### config.mk
export PLATFORM = sky130hd
export DESIGN_NAME = rcs_reset_cause
export DESIGN_NICKNAME = d
export VERILOG_FILES = /design/src/rtl/rcs_pkg.sv /design/src/rtl/rcs_delay_if.sv /design/src/rtl/rcs_counter.sv /design/src/rtl/rcs_reset_cause.sv
export SDC_FILE = /design/constraint.sdc
export NUM_CORES = 1
export LEC_CHECK = 0
export ABC_AREA = 1
export BUFFER_PORTS_ARGS = -buffer_cell sky130_fd_sc_hd__buf_2
export CORE_MARGIN = 2
export CORE_UTILIZATION = 49
export CTS_BUF_LIST = sky130_fd_sc_hd__clkbuf_8 sky130_fd_sc_hd__clkbuf_16
export CTS_CLUSTER_DIAMETER = 120
export CTS_CLUSTER_SIZE = 40
export DETAILED_ROUTE_END_ITERATION = 12
export PLACE_DENSITY = 0.76
export SYNTH_ARGS = -nofsm -noshare
export SYNTH_HDL_FRONTEND = slang
export SYNTH_SLANG_ARGS = --single-unit
export TNS_END_PERCENT = 100
### constraint.sdc
create_clock -name ref_clk_in -period 1.6 [get_ports ref_clk_in]
set_input_delay 0.16 -clock ref_clk_in [delete_from_list [all_inputs] [get_ports ref_clk_in]]
set_output_delay 0.16 -clock ref_clk_in [all_outputs]
set_load 0.05 [all_outputs]
### src/rtl/rcs_pkg.sv
// Package: constants for the reset-cause and start-up block
package rcs_pkg;

	// -----------------------------------------------------------------
	// Register map
	// -----------------------------------------------------------------
	localparam logic [1:0] ADDR_BROWNOUT_CTRL = 2'h0;
	localparam logic [1:0] ADDR_RESET_CAUSE   = 2'h1;
	localparam logic [1:0] ADDR_CORE_STATUS   = 2'h2;

	// -----------------------------------------------------------------
	// Cause register bit positions
	// -----------------------------------------------------------------
	localparam int BIT_STACK_OVER  = 7;
	localparam int BIT_STACK_UNDER = 6;
	localparam int BIT_WDT_N       = 4;
	localparam int BIT_PIN_N       = 3;
	localparam int BIT_INSTR_N     = 2;
	localparam int BIT_POR_N       = 1;
	localparam int BIT_BOR_N       = 0;
	localparam logic [7:0] CAUSE_IMPL_MASK = 8'hDF;
	localparam logic [7:0] CAUSE_RESET     = 8'h1C;

	// Status register bit positions
	localparam int BIT_TIMEOUT_N   = 4;
	localparam int BIT_POWERDOWN_N = 3;
	localparam logic [7:0] STATUS_RESET = 8'h18;

	// Brown-out control fields
	localparam int BIT_SW_BOR_EN   = 7;
	localparam int BIT_BOR_FAST    = 6;
	localparam int BIT_BOR_READY   = 0;
	localparam logic [7:0] BORCTRL_RESET = 8'h80;

	// -----------------------------------------------------------------
	// Restart vectors and timing
	// -----------------------------------------------------------------
	localparam logic [14:0] VEC_RESET = 15'h0000;
	localparam logic [14:0] VEC_IRQ   = 15'h0004;
	localparam int START_DELAY_CYC    = 10;
	localparam int CLK_HZ             = 20_000_000;
	localparam int PWRT_MS            = 64;
	localparam int PWRT_CYC           = (CLK_HZ / 1000) * PWRT_MS;

	typedef enum logic [2:0] {
		RCS_HOLD,
		RCS_PWRT,
		RCS_WAIT_PIN,
		RCS_DELAY,
		RCS_RUN
	} rcs_state_e;

endpackage : rcs_pkg

### src/rtl/rcs_delay_if.sv
// Interface: start-delay counter request and done
`timescale 1ns/1ps
interface rcs_delay_if;
	logic start;
	logic busy;
	logic done;
	modport ctrl (output start, input busy, input done);
	modport cnt  (input start, output busy, output done);
endinterface : rcs_delay_if

### src/rtl/rcs_counter.sv
// Down counter for timed waits
`timescale 1ns/1ps
module rcs_counter #(
	parameter int CYCLES = 10
) (
	input  wire logic  ref_clk_in,
	input  wire logic  srst_in,
	rcs_delay_if.cnt   dly
);
	localparam int W = $clog2(CYCLES + 1);

	logic [W-1:0] cnt_q;

	always_ff @(posedge ref_clk_in) begin
		if (srst_in) begin
			cnt_q <= '0;
		end else if (dly.start) begin
			cnt_q <= W'(CYCLES);
		end else if (cnt_q != '0) begin
			cnt_q <= cnt_q - W'(1);
		end
	end

	assign dly.busy = (cnt_q != '0);
	assign dly.done = (cnt_q == W'(1));

endmodule : rcs_counter

### src/rtl/rcs_reset_cause.sv
// Start-up sequencer and reset-cause flag registers
`timescale 1ns/1ps

// Behaviour
// RULE_01: Run only after timer and pin release
// RULE_02: Power-up timer ignores the reset pin
// RULE_03: Run ten cycles after late pin release
// RULE_04: Every reset updates flags; vector zero
// RULE_05: Power-on sets status, presets cause flags
// RULE_06: Stack overflow flag at bit seven
// RULE_07: Stack underflow flag at bit six
// RULE_08: Stack resets only when enabled
// RULE_09: Watchdog reset clears flag and timeout
// RULE_10: Pin reset clears pin flag
// RULE_11: Reset instruction clears its flag
// RULE_12: Power-on clears power-on flag
// RULE_13: Power-on or brown-out clears brown-out flag
// RULE_14: Brown-out presets flags and status
// RULE_15: Pin reset in sleep adjusts status
// RULE_16: Watchdog wake clears both status bits
// RULE_17: Interrupt wake continues, may vector
// RULE_18: Bit five reads zero
// RULE_19: Pin enabled by config or programming
// RULE_20: Power-up timer only when selected
// RULE_21: Hardware update beats firmware write
// RULE_22: Flags kept across unrelated resets
module rcs_reset_cause #(
	parameter int PWRT_CYCLES = rcs_pkg::PWRT_CYC
) (
	input  wire logic        ref_clk_in,
	input  wire logic        srst_in,
	input  wire logic        por_event_in,
	input  wire logic        bor_event_in,
	input  wire logic        bor_ready_in,
	input  wire logic        ext_reset_pin_in,
	input  wire logic        wdt_timeout_in,
	input  wire logic        reset_instr_in,
	input  wire logic        stack_over_in,
	input  wire logic        stack_under_in,
	input  wire logic        irq_wake_in,
	input  wire logic        sleep_enter_in,
	input  wire logic        global_irq_en_in,
	input  wire logic [14:0] pc_in,
	input  wire logic        stack_fault_reset_en_in,
	input  wire logic        pin_reset_cfg_in,
	input  wire logic        low_volt_prog_cfg_in,
	input  wire logic        powerup_timer_cfg_n_in,
	input  wire logic [1:0]  addr_in,
	input  wire logic [7:0]  wdata_in,
	input  wire logic        wr_in,
	input  wire logic        rd_in,
	output logic      [7:0]  rdata_out,
	output logic             core_run_out,
	output logic             core_reset_out,
	output logic             pc_load_out,
	output logic      [14:0] pc_vector_out,
	output logic             irq_vector_pending_out,
	output logic             pin_input_out
);

	// -----------------------------------------------------------------
	// Event decode
	// -----------------------------------------------------------------
	logic pin_en;
	logic pin_rst;
	logic stk_ovf_rst;
	logic stk_unf_rst;
	logic wdt_rst;
	logic wdt_wake;
	logic any_full_reset;
	logic sleeping_q;
	logic pin_q;

	assign pin_en       = pin_reset_cfg_in | low_volt_prog_cfg_in;               // [RULE_19]
	assign pin_input_out = ext_reset_pin_in;
	assign pin_rst      = pin_en & pin_q & ~ext_reset_pin_in & ~por_event_in & ~bor_event_in; // [RULE_10]
	assign stk_ovf_rst  = stack_over_in & stack_fault_reset_en_in;                // [RULE_08]
	assign stk_unf_rst  = stack_under_in & stack_fault_reset_en_in;               // [RULE_08]
	assign wdt_rst      = wdt_timeout_in & ~sleeping_q;
	assign wdt_wake     = wdt_timeout_in & sleeping_q;
	assign any_full_reset = por_event_in | bor_event_in | pin_rst | wdt_rst
		| reset_instr_in | stk_ovf_rst | stk_unf_rst;                          // [RULE_04]

	// -----------------------------------------------------------------
	// Pin edge
	// -----------------------------------------------------------------
	// Pin reset is taken on the falling edge only: a held pin is a
	// start-up hold and must not restart the sequencer every cycle.
	// Cleared low, so a pin held from power-up gives no false edge.
	always_ff @(posedge ref_clk_in) begin
		if (srst_in) begin
			pin_q <= 1'b0;
		end else begin
			pin_q <= ext_reset_pin_in;
		end
	end

	// -----------------------------------------------------------------
	// Start-up sequencer
	// -----------------------------------------------------------------
	localparam int PW = $clog2(PWRT_CYCLES + 1);

	rcs_pkg::rcs_state_e state_q;
	logic [PW-1:0]       pwrt_q;
	logic                pwrt_active_q;
	rcs_delay_if         dly ();

	rcs_counter #(
		.CYCLES (rcs_pkg::START_DELAY_CYC)
	) u_delay (
		.ref_clk_in (ref_clk_in),
		.srst_in    (srst_in),
		.dly        (dly)
	);

	// Timer runs regardless of the pin so it can expire while pin held
	always_ff @(posedge ref_clk_in) begin
		if (srst_in) begin
			pwrt_q        <= '0;
			pwrt_active_q <= 1'b0;
		end else if (por_event_in | bor_event_in) begin
			pwrt_q        <= powerup_timer_cfg_n_in ? '0 : PW'(PWRT_CYCLES);      // [RULE_20]
			pwrt_active_q <= ~powerup_timer_cfg_n_in;
		end else if (pwrt_q != '0) begin
			pwrt_q <= pwrt_q - PW'(1);                                          // [RULE_02]
		end else begin
			pwrt_active_q <= 1'b0;
		end
	end

	logic pin_held;
	assign pin_held = pin_en & ~ext_reset_pin_in;
	assign dly.start = (state_q == rcs_pkg::RCS_WAIT_PIN) & ~pin_held;

	always_ff @(posedge ref_clk_in) begin
		if (srst_in) begin
			state_q <= rcs_pkg::RCS_HOLD;
		end else if (any_full_reset) begin
			state_q <= rcs_pkg::RCS_HOLD;
		end else begin
			unique case (state_q)
				rcs_pkg::RCS_HOLD: begin
					state_q <= rcs_pkg::RCS_PWRT;
				end
				rcs_pkg::RCS_PWRT: begin
					if (!pwrt_active_q) begin
						state_q <= rcs_pkg::RCS_WAIT_PIN;                   // [RULE_01]
					end
				end
				rcs_pkg::RCS_WAIT_PIN: begin
					if (!pin_held) begin
						state_q <= rcs_pkg::RCS_DELAY;                      // [RULE_03]
					end
				end
				rcs_pkg::RCS_DELAY: begin
					// Lost count: wait for the pin again rather than hang
					if (!dly.busy) begin
						state_q <= rcs_pkg::RCS_WAIT_PIN;
					end
					if (dly.done) begin
						state_q <= rcs_pkg::RCS_RUN;                        // [RULE_03]
					end
				end
				rcs_pkg::RCS_RUN: begin
					state_q <= rcs_pkg::RCS_RUN;
				end
			endcase
		end
	end

	assign core_run_out   = (state_q == rcs_pkg::RCS_RUN);
	assign core_reset_out = ~core_run_out;

	// -----------------------------------------------------------------
	// Sleep tracking
	// -----------------------------------------------------------------
	always_ff @(posedge ref_clk_in) begin
		if (srst_in) begin
			sleeping_q <= 1'b0;
		end else if (any_full_reset | wdt_wake | irq_wake_in) begin
			sleeping_q <= 1'b0;
		end else if (sleep_enter_in & core_run_out) begin
			sleeping_q <= 1'b1;
		end
	end

	// -----------------------------------------------------------------
	// Restart vector
	// -----------------------------------------------------------------
	always_ff @(posedge ref_clk_in) begin
		if (srst_in) begin
			pc_load_out            <= 1'b0;
			pc_vector_out          <= rcs_pkg::VEC_RESET;
			irq_vector_pending_out <= 1'b0;
		end else if (any_full_reset) begin
			pc_load_out            <= 1'b1;
			pc_vector_out          <= rcs_pkg::VEC_RESET;                       // [RULE_04] [RULE_11]
			irq_vector_pending_out <= 1'b0;
		end else if (wdt_wake) begin
			pc_load_out            <= 1'b1;
			pc_vector_out          <= pc_in + 15'h0001;                         // [RULE_16]
			irq_vector_pending_out <= 1'b0;
		end else if (irq_wake_in & sleeping_q) begin
			pc_load_out            <= 1'b1;
			pc_vector_out          <= pc_in + 15'h0001;                         // [RULE_17]
			irq_vector_pending_out <= global_irq_en_in;                         // [RULE_17]
		end else begin
			pc_load_out            <= 1'b0;
		end
	end

	// -----------------------------------------------------------------
	// Cause flags; hardware events override firmware writes
	// -----------------------------------------------------------------
	logic [7:0] cause_q;
	logic [7:0] cause_d;
	logic [7:0] status_q;
	logic [7:0] status_d;
	logic [7:0] borctl_q;
	logic       wr_cause;
	logic       wr_status;
	logic       wr_borctl;

	// Write select, shared by all three register write paths
	function automatic logic reg_hit(input logic wr, input logic [1:0] a, input logic [1:0] r);
		return wr & (a == r);
	endfunction : reg_hit

	assign wr_cause  = reg_hit(wr_in, addr_in, rcs_pkg::ADDR_RESET_CAUSE);
	assign wr_status = reg_hit(wr_in, addr_in, rcs_pkg::ADDR_CORE_STATUS);
	assign wr_borctl = reg_hit(wr_in, addr_in, rcs_pkg::ADDR_BROWNOUT_CTRL);

	// Only flags a reset names are touched; others survive the reset
	always_comb begin
		cause_d = cause_q;                                                     // [RULE_22]
		if (wr_cause) begin
			cause_d = wdata_in & rcs_pkg::CAUSE_IMPL_MASK;
		end
		if (por_event_in) begin
			cause_d[rcs_pkg::BIT_STACK_OVER]  = 1'b0;                          // [RULE_05]
			cause_d[rcs_pkg::BIT_STACK_UNDER] = 1'b0;
			cause_d[rcs_pkg::BIT_WDT_N]       = 1'b1;
			cause_d[rcs_pkg::BIT_PIN_N]       = 1'b1;
			cause_d[rcs_pkg::BIT_INSTR_N]     = 1'b1;
			cause_d[rcs_pkg::BIT_POR_N]       = 1'b0;                          // [RULE_12]
			cause_d[rcs_pkg::BIT_BOR_N]       = 1'b0;                          // [RULE_13]
		end else if (bor_event_in) begin
			cause_d[rcs_pkg::BIT_STACK_OVER]  = 1'b0;                          // [RULE_14]
			cause_d[rcs_pkg::BIT_STACK_UNDER] = 1'b0;
			cause_d[rcs_pkg::BIT_PIN_N]       = 1'b1;
			cause_d[rcs_pkg::BIT_INSTR_N]     = 1'b1;
			cause_d[rcs_pkg::BIT_BOR_N]       = 1'b0;                          // [RULE_13]
		end else begin
			if (stk_ovf_rst) begin
				cause_d[rcs_pkg::BIT_STACK_OVER] = 1'b1;                       // [RULE_06] [RULE_21]
			end
			if (stk_unf_rst) begin
				cause_d[rcs_pkg::BIT_STACK_UNDER] = 1'b1;                      // [RULE_07] [RULE_21]
			end
			if (wdt_rst) begin
				cause_d[rcs_pkg::BIT_WDT_N] = 1'b0;                            // [RULE_09] [RULE_21]
			end
			if (pin_rst) begin
				cause_d[rcs_pkg::BIT_PIN_N] = 1'b0;                            // [RULE_10] [RULE_21]
			end
			if (reset_instr_in) begin
				cause_d[rcs_pkg::BIT_INSTR_N] = 1'b0;                          // [RULE_11] [RULE_21]
			end
		end
		cause_d[5] = 1'b0;                                                     // [RULE_18]
	end

	always_comb begin
		status_d = status_q;
		if (wr_status) begin
			status_d[2:0] = wdata_in[2:0];
		end
		if (por_event_in | bor_event_in) begin
			status_d[rcs_pkg::BIT_TIMEOUT_N]   = 1'b1;                         // [RULE_05] [RULE_14]
			status_d[rcs_pkg::BIT_POWERDOWN_N] = 1'b1;
			if (por_event_in) begin
				status_d[2:0] = 3'h0;
			end
		end else if (wdt_rst) begin
			status_d[rcs_pkg::BIT_TIMEOUT_N] = 1'b0;                           // [RULE_09]
		end else if (wdt_wake) begin
			status_d[rcs_pkg::BIT_TIMEOUT_N]   = 1'b0;                         // [RULE_16]
			status_d[rcs_pkg::BIT_POWERDOWN_N] = 1'b0;
		end else if ((pin_rst | irq_wake_in) & sleeping_q) begin
			status_d[rcs_pkg::BIT_TIMEOUT_N]   = 1'b1;                         // [RULE_15] [RULE_17]
			status_d[rcs_pkg::BIT_POWERDOWN_N] = 1'b0;
		end else if (sleep_enter_in & core_run_out) begin
			status_d[rcs_pkg::BIT_TIMEOUT_N]   = 1'b1;
			status_d[rcs_pkg::BIT_POWERDOWN_N] = 1'b0;
		end
		status_d[7:5] = 3'h0;
	end

	// Flags deliberately ignore srst_in values beyond power-on defaults
	always_ff @(posedge ref_clk_in) begin
		if (srst_in) begin
			cause_q  <= rcs_pkg::CAUSE_RESET;
			status_q <= rcs_pkg::STATUS_RESET;
		end else begin
			cause_q  <= cause_d;
			status_q <= status_d;
		end
	end

	always_ff @(posedge ref_clk_in) begin
		if (srst_in) begin
			borctl_q <= rcs_pkg::BORCTRL_RESET;
		end else if (wr_borctl) begin
			borctl_q[rcs_pkg::BIT_SW_BOR_EN] <= wdata_in[rcs_pkg::BIT_SW_BOR_EN];
			borctl_q[rcs_pkg::BIT_BOR_FAST]  <= wdata_in[rcs_pkg::BIT_BOR_FAST];
		end
	end

	// -----------------------------------------------------------------
	// Read port: data one cycle after the strobe
	// -----------------------------------------------------------------
	always_ff @(posedge ref_clk_in) begin
		if (srst_in) begin
			rdata_out <= 8'h00;
		end else if (rd_in) begin
			unique case (addr_in)
				rcs_pkg::ADDR_BROWNOUT_CTRL: begin
					rdata_out <= {borctl_q[7:6], 5'h00, bor_ready_in};
				end
				rcs_pkg::ADDR_RESET_CAUSE: begin
					rdata_out <= cause_q & rcs_pkg::CAUSE_IMPL_MASK;            // [RULE_18]
				end
				rcs_pkg::ADDR_CORE_STATUS: begin
					rdata_out <= status_q;
				end
				default: begin
					rdata_out <= 8'h00;
				end
			endcase
		end else begin
			rdata_out <= 8'h00;
		end
	end

endmodule : rcs_reset_cause

==> flow_summary.toml <==
[power]
clkPwrFrac_pct = 37.3
switchingPower_mw = 1.31
p_total_mw = 4.29
peakVddDrop_uv = 458
p_leak_nw = 1.99
power_density_nw_per_um2 = 1010
intPower_mw = 2.98
sw_frac_of_total_pct = 30.6
seqPwrFrac_pct = 42.8
power_frac_comb_pct = 19.9

[timing]
hold_violations = 0
setup_violations = 0
period_share_pct = 94.0
holdWs_ns = 0.00273
slew_violations = 0
rsz0062_at_grt = "true"
skew_ns = 0.00853
fin_ws_ns = 0.0960
tns_ns = 0
fmax_mhz = 665
period_needed_ns = 1.50

[cells_and_area]
instances_no_fill = 689
drive_above_1_share_pct = 24.6
fill_cells = 615
nets = 634
antennaDiodeCount = 0
area_growth_pct = 23.9
final_core_util_pct = 62.7
post-route-cell-area_um2 = 4260

[floorplanning]
die_h_um = 87.8
ios = 72
initial_utilization_pct = 50.6
coreArea_um2 = 6790
die_w_um = 87.8
dieArea_um2 = 7700
row_count = 30

[worst_setup_path]
crit_path_start_kind = "register"
critPathMaxFanout = 6
critPathCaptureType = "register"
crit_chain = "inv_1 > ha_1 > nand2_2 > nor2_4 > nand2_2 > nor2_1 > nand3_2 > nand2_2 > inv_1 > nand2_1 > inv_1"
cp_top_family = "simple AND/OR/NAND/NOR gates"
arrival_ns = 1.75
cp_slowest_cell = "dfxtp_1"
path_buf_inv = 3
slowest_delay_ns = 0.31
crit_type = "reg -> reg"
critPathRequiredTime_ns = 1.84

[clocking]
clock-sinks = 69
clk_latency_ns = 0.34
clk_pin_slew_ns = 0.08
tritoncts = "yes"
h-tree-depth = 3
numCtsBuffers = 9
ctsHoldBuffers = 0
cts_max_path_buffers = 2
root_buffer = "clkbuf_8"

[logic_synthesis]
synth_edf_count = 0
netlist_top_cells_area = "dfxtp_1 40%, nand2_1 14%, nor2_1 8.4%, inv_1 6.1%, nand3_1 4.9%"
synth.top_cell.area_share_pct = 40.2
yosys.area.top_type = "dfxtp_1"
syn_inst = 501
synth_mux_area_share_pct = 0.291
synth_compound_area_share_pct = 13.0
synth-seq-cells = 69
yosysUniqueCellTypes = 43
syn_nets = 547
synth-main-ff-cell = "dfxtp_1"
synth_top_family_by_area = "simple AND/OR/NAND/NOR gates"
synth_area_um2 = 3440
synthAdderAreaFrac_pct = 0.728
yosys-top-cells-count = "128 x nand2_1, 77 x nor2_1, 69 x dfxtp_1, 56 x inv_1, 34 x nand3_1"
synthArstFlopShare_pct = 0
yosysMostFrequentCell = "nand2_1"
syn_avg_cell_area_um2 = 6.86
yosysSeqAreaShare_pct = 40.2
synthSimpleGateAreaFrac_pct = 35.1
synth_warnings = 0
synth_xor_area_share_pct = 2.55

[place]
place_inst = 669
preCtsSetupSlack_ns = 0.0214
dpl.hpwl_mm = 6.09
numPortBuffers = 69
dpl_cell_area_um2 = 3970
routabilityCongestion = 0.853

[worst_hold_path]
hp-class = "in -> reg"

[routing]
vias = 3448
drtPass1Iterations = 4
drt-total-wl_mm = 8.09
drt_iter0_drc = 104
drt-vias-per-instance = 5.00
antenna_left = 0
drt-wirelength-per-cell_um = 11.7
post-route-drc-count = 0

[global_routing]
antenna_found_initial = 0
grt_first_pass_wirelength_mm = 13.3
grt_max_degree = 23
grt_pass1_vias = 3126
overflow = 0
grtUsageTotal_pct = 21.7

[run]
max_cap_viol_count = 0

[outcome]
outcome = "complete, no violations"
==> flip-flops by register name (all words and copies together) (netlist names) <==
register and flops:
pc_vector_out 15, rdata_out 7, pc_load_out 1, state_q 3, sleeping_q 1, pwrt_q 21, pin_q 1, pwrt_active_q 1
u_delay.cnt_q 4, borctl_q 2, status_q 5, irq_vector_pending_out 1, cause_q 7
==> worst reg2reg max path, delay by kind of cell, from the launching register on <==
family	cells	cell delay, ns
DFF	1	0.31
adders and majority gates	1	0.17
buffers and inverters	3	0.14
and+or+nand+nor	7	0.77
==> metal layers <==
layer | routed length, µm | GRT usage [%] | part of all wire [%] | vias up
met1 | 3600 | 27.1 | 44 | 1553
met5 | 0 | 0 | 0 | -
met4 | 111 | 8.53 | 1.4 | 0
met3 | 650 | 5.75 | 8.0 | 9
met2 | 3730 | 35.8 | 46 | 106
li1 | - | - | - | 1780
==> cells by family (layout without fill, tap and decap cells) <==
kind of cell	count (synthesis)	in the layout
xor gates and xnor gates	10	10
adders and majority gates	2	2
DFF	69	69
AOI/OAI and AO/OA	73	73
other	1	1
muxes	1	1
and+or+nand+nor	276	276
buffers and inverters	69	161
==> power groups by stage <==
stage               Combinational, mW  Clock (mW)  Sequential, mW
floorplan                       0.579           0            1.88
global placement                0.798           0            1.87
detailed placement              0.817           0            1.88
CTS                             0.823        1.62            1.83
global route                    0.964        1.69            1.84
finish                          0.853        1.60            1.84
==> timing repair <==
action | CTS | global route
pin swaps | 0 | 4
hold endpoints to repair | 0 | 0
gates cloned | 0 | 0
buffers inserted | 0 | 4
setup endpoints to repair | 1 | 20
resized for setup | 1 | 11
==> cells in the final DEF (no fill, tap or decap), drive strengths merged, types with 2 or more instances in the layout <==
cell | netlist | final
nand3 | 34 | 34
dfxtp | 69 | 69
nor4 | 3 | 3
ha | 2 | 2
bufinv | 0 | 2
o21ai | 24 | 24
o21bai | 2 | 2
or2 | 6 | 6
buf | 7 | 86
clkinv | 1 | 2
xnor2 | 3 | 3
inv | 58 | 59
clkbuf | 3 | 9
nor2 | 84 | 84
clkinvlp | 0 | 3
nand2 | 129 | 129
xor2 | 7 | 7
nand4 | 9 | 9
a21oi | 38 | 38
nand3b | 3 | 3
a31oi | 2 | 2
nor3 | 8 | 8
==> final cells by class <==
class | count | area, µm² | share of cell area, %
multi-input combinational | 363 | 1820 | 42.8
tap | 96 | 120 | 2.82
clock buffer | 9 | 124 | 2.91
sequential | 69 | 1380 | 32.5
clock inverter | 7 | 97.6 | 2.29
timing repair buffer | 86 | 485 | 11.4
inverter | 59 | 228 | 5.35
==> path summary, 6_finish.rpt <==
| check | start | depth (start not counted) | endpoint | slack [ns] |
|---|---|---|---|---|
| min reg2reg | status_q[1]$_SDFF_PP0_ | 2 | status_q[1]$_SDFF_PP0_ | 0.44 |
| min | irq_wake_in | 2 | sleeping_q$_SDFFE_PP0P_ | 0.003 |
| max | pwrt_q[0]$_SDFFE_PP0P_ | 11 | pwrt_q[20]$_SDFFE_PP0P_ | 0.1 |
| max reg2reg | pwrt_q[0]$_SDFFE_PP0P_ | 11 | pwrt_q[20]$_SDFFE_PP0P_ | 0.1 |
Note: power is estimated with default switching activity, not from simulation.
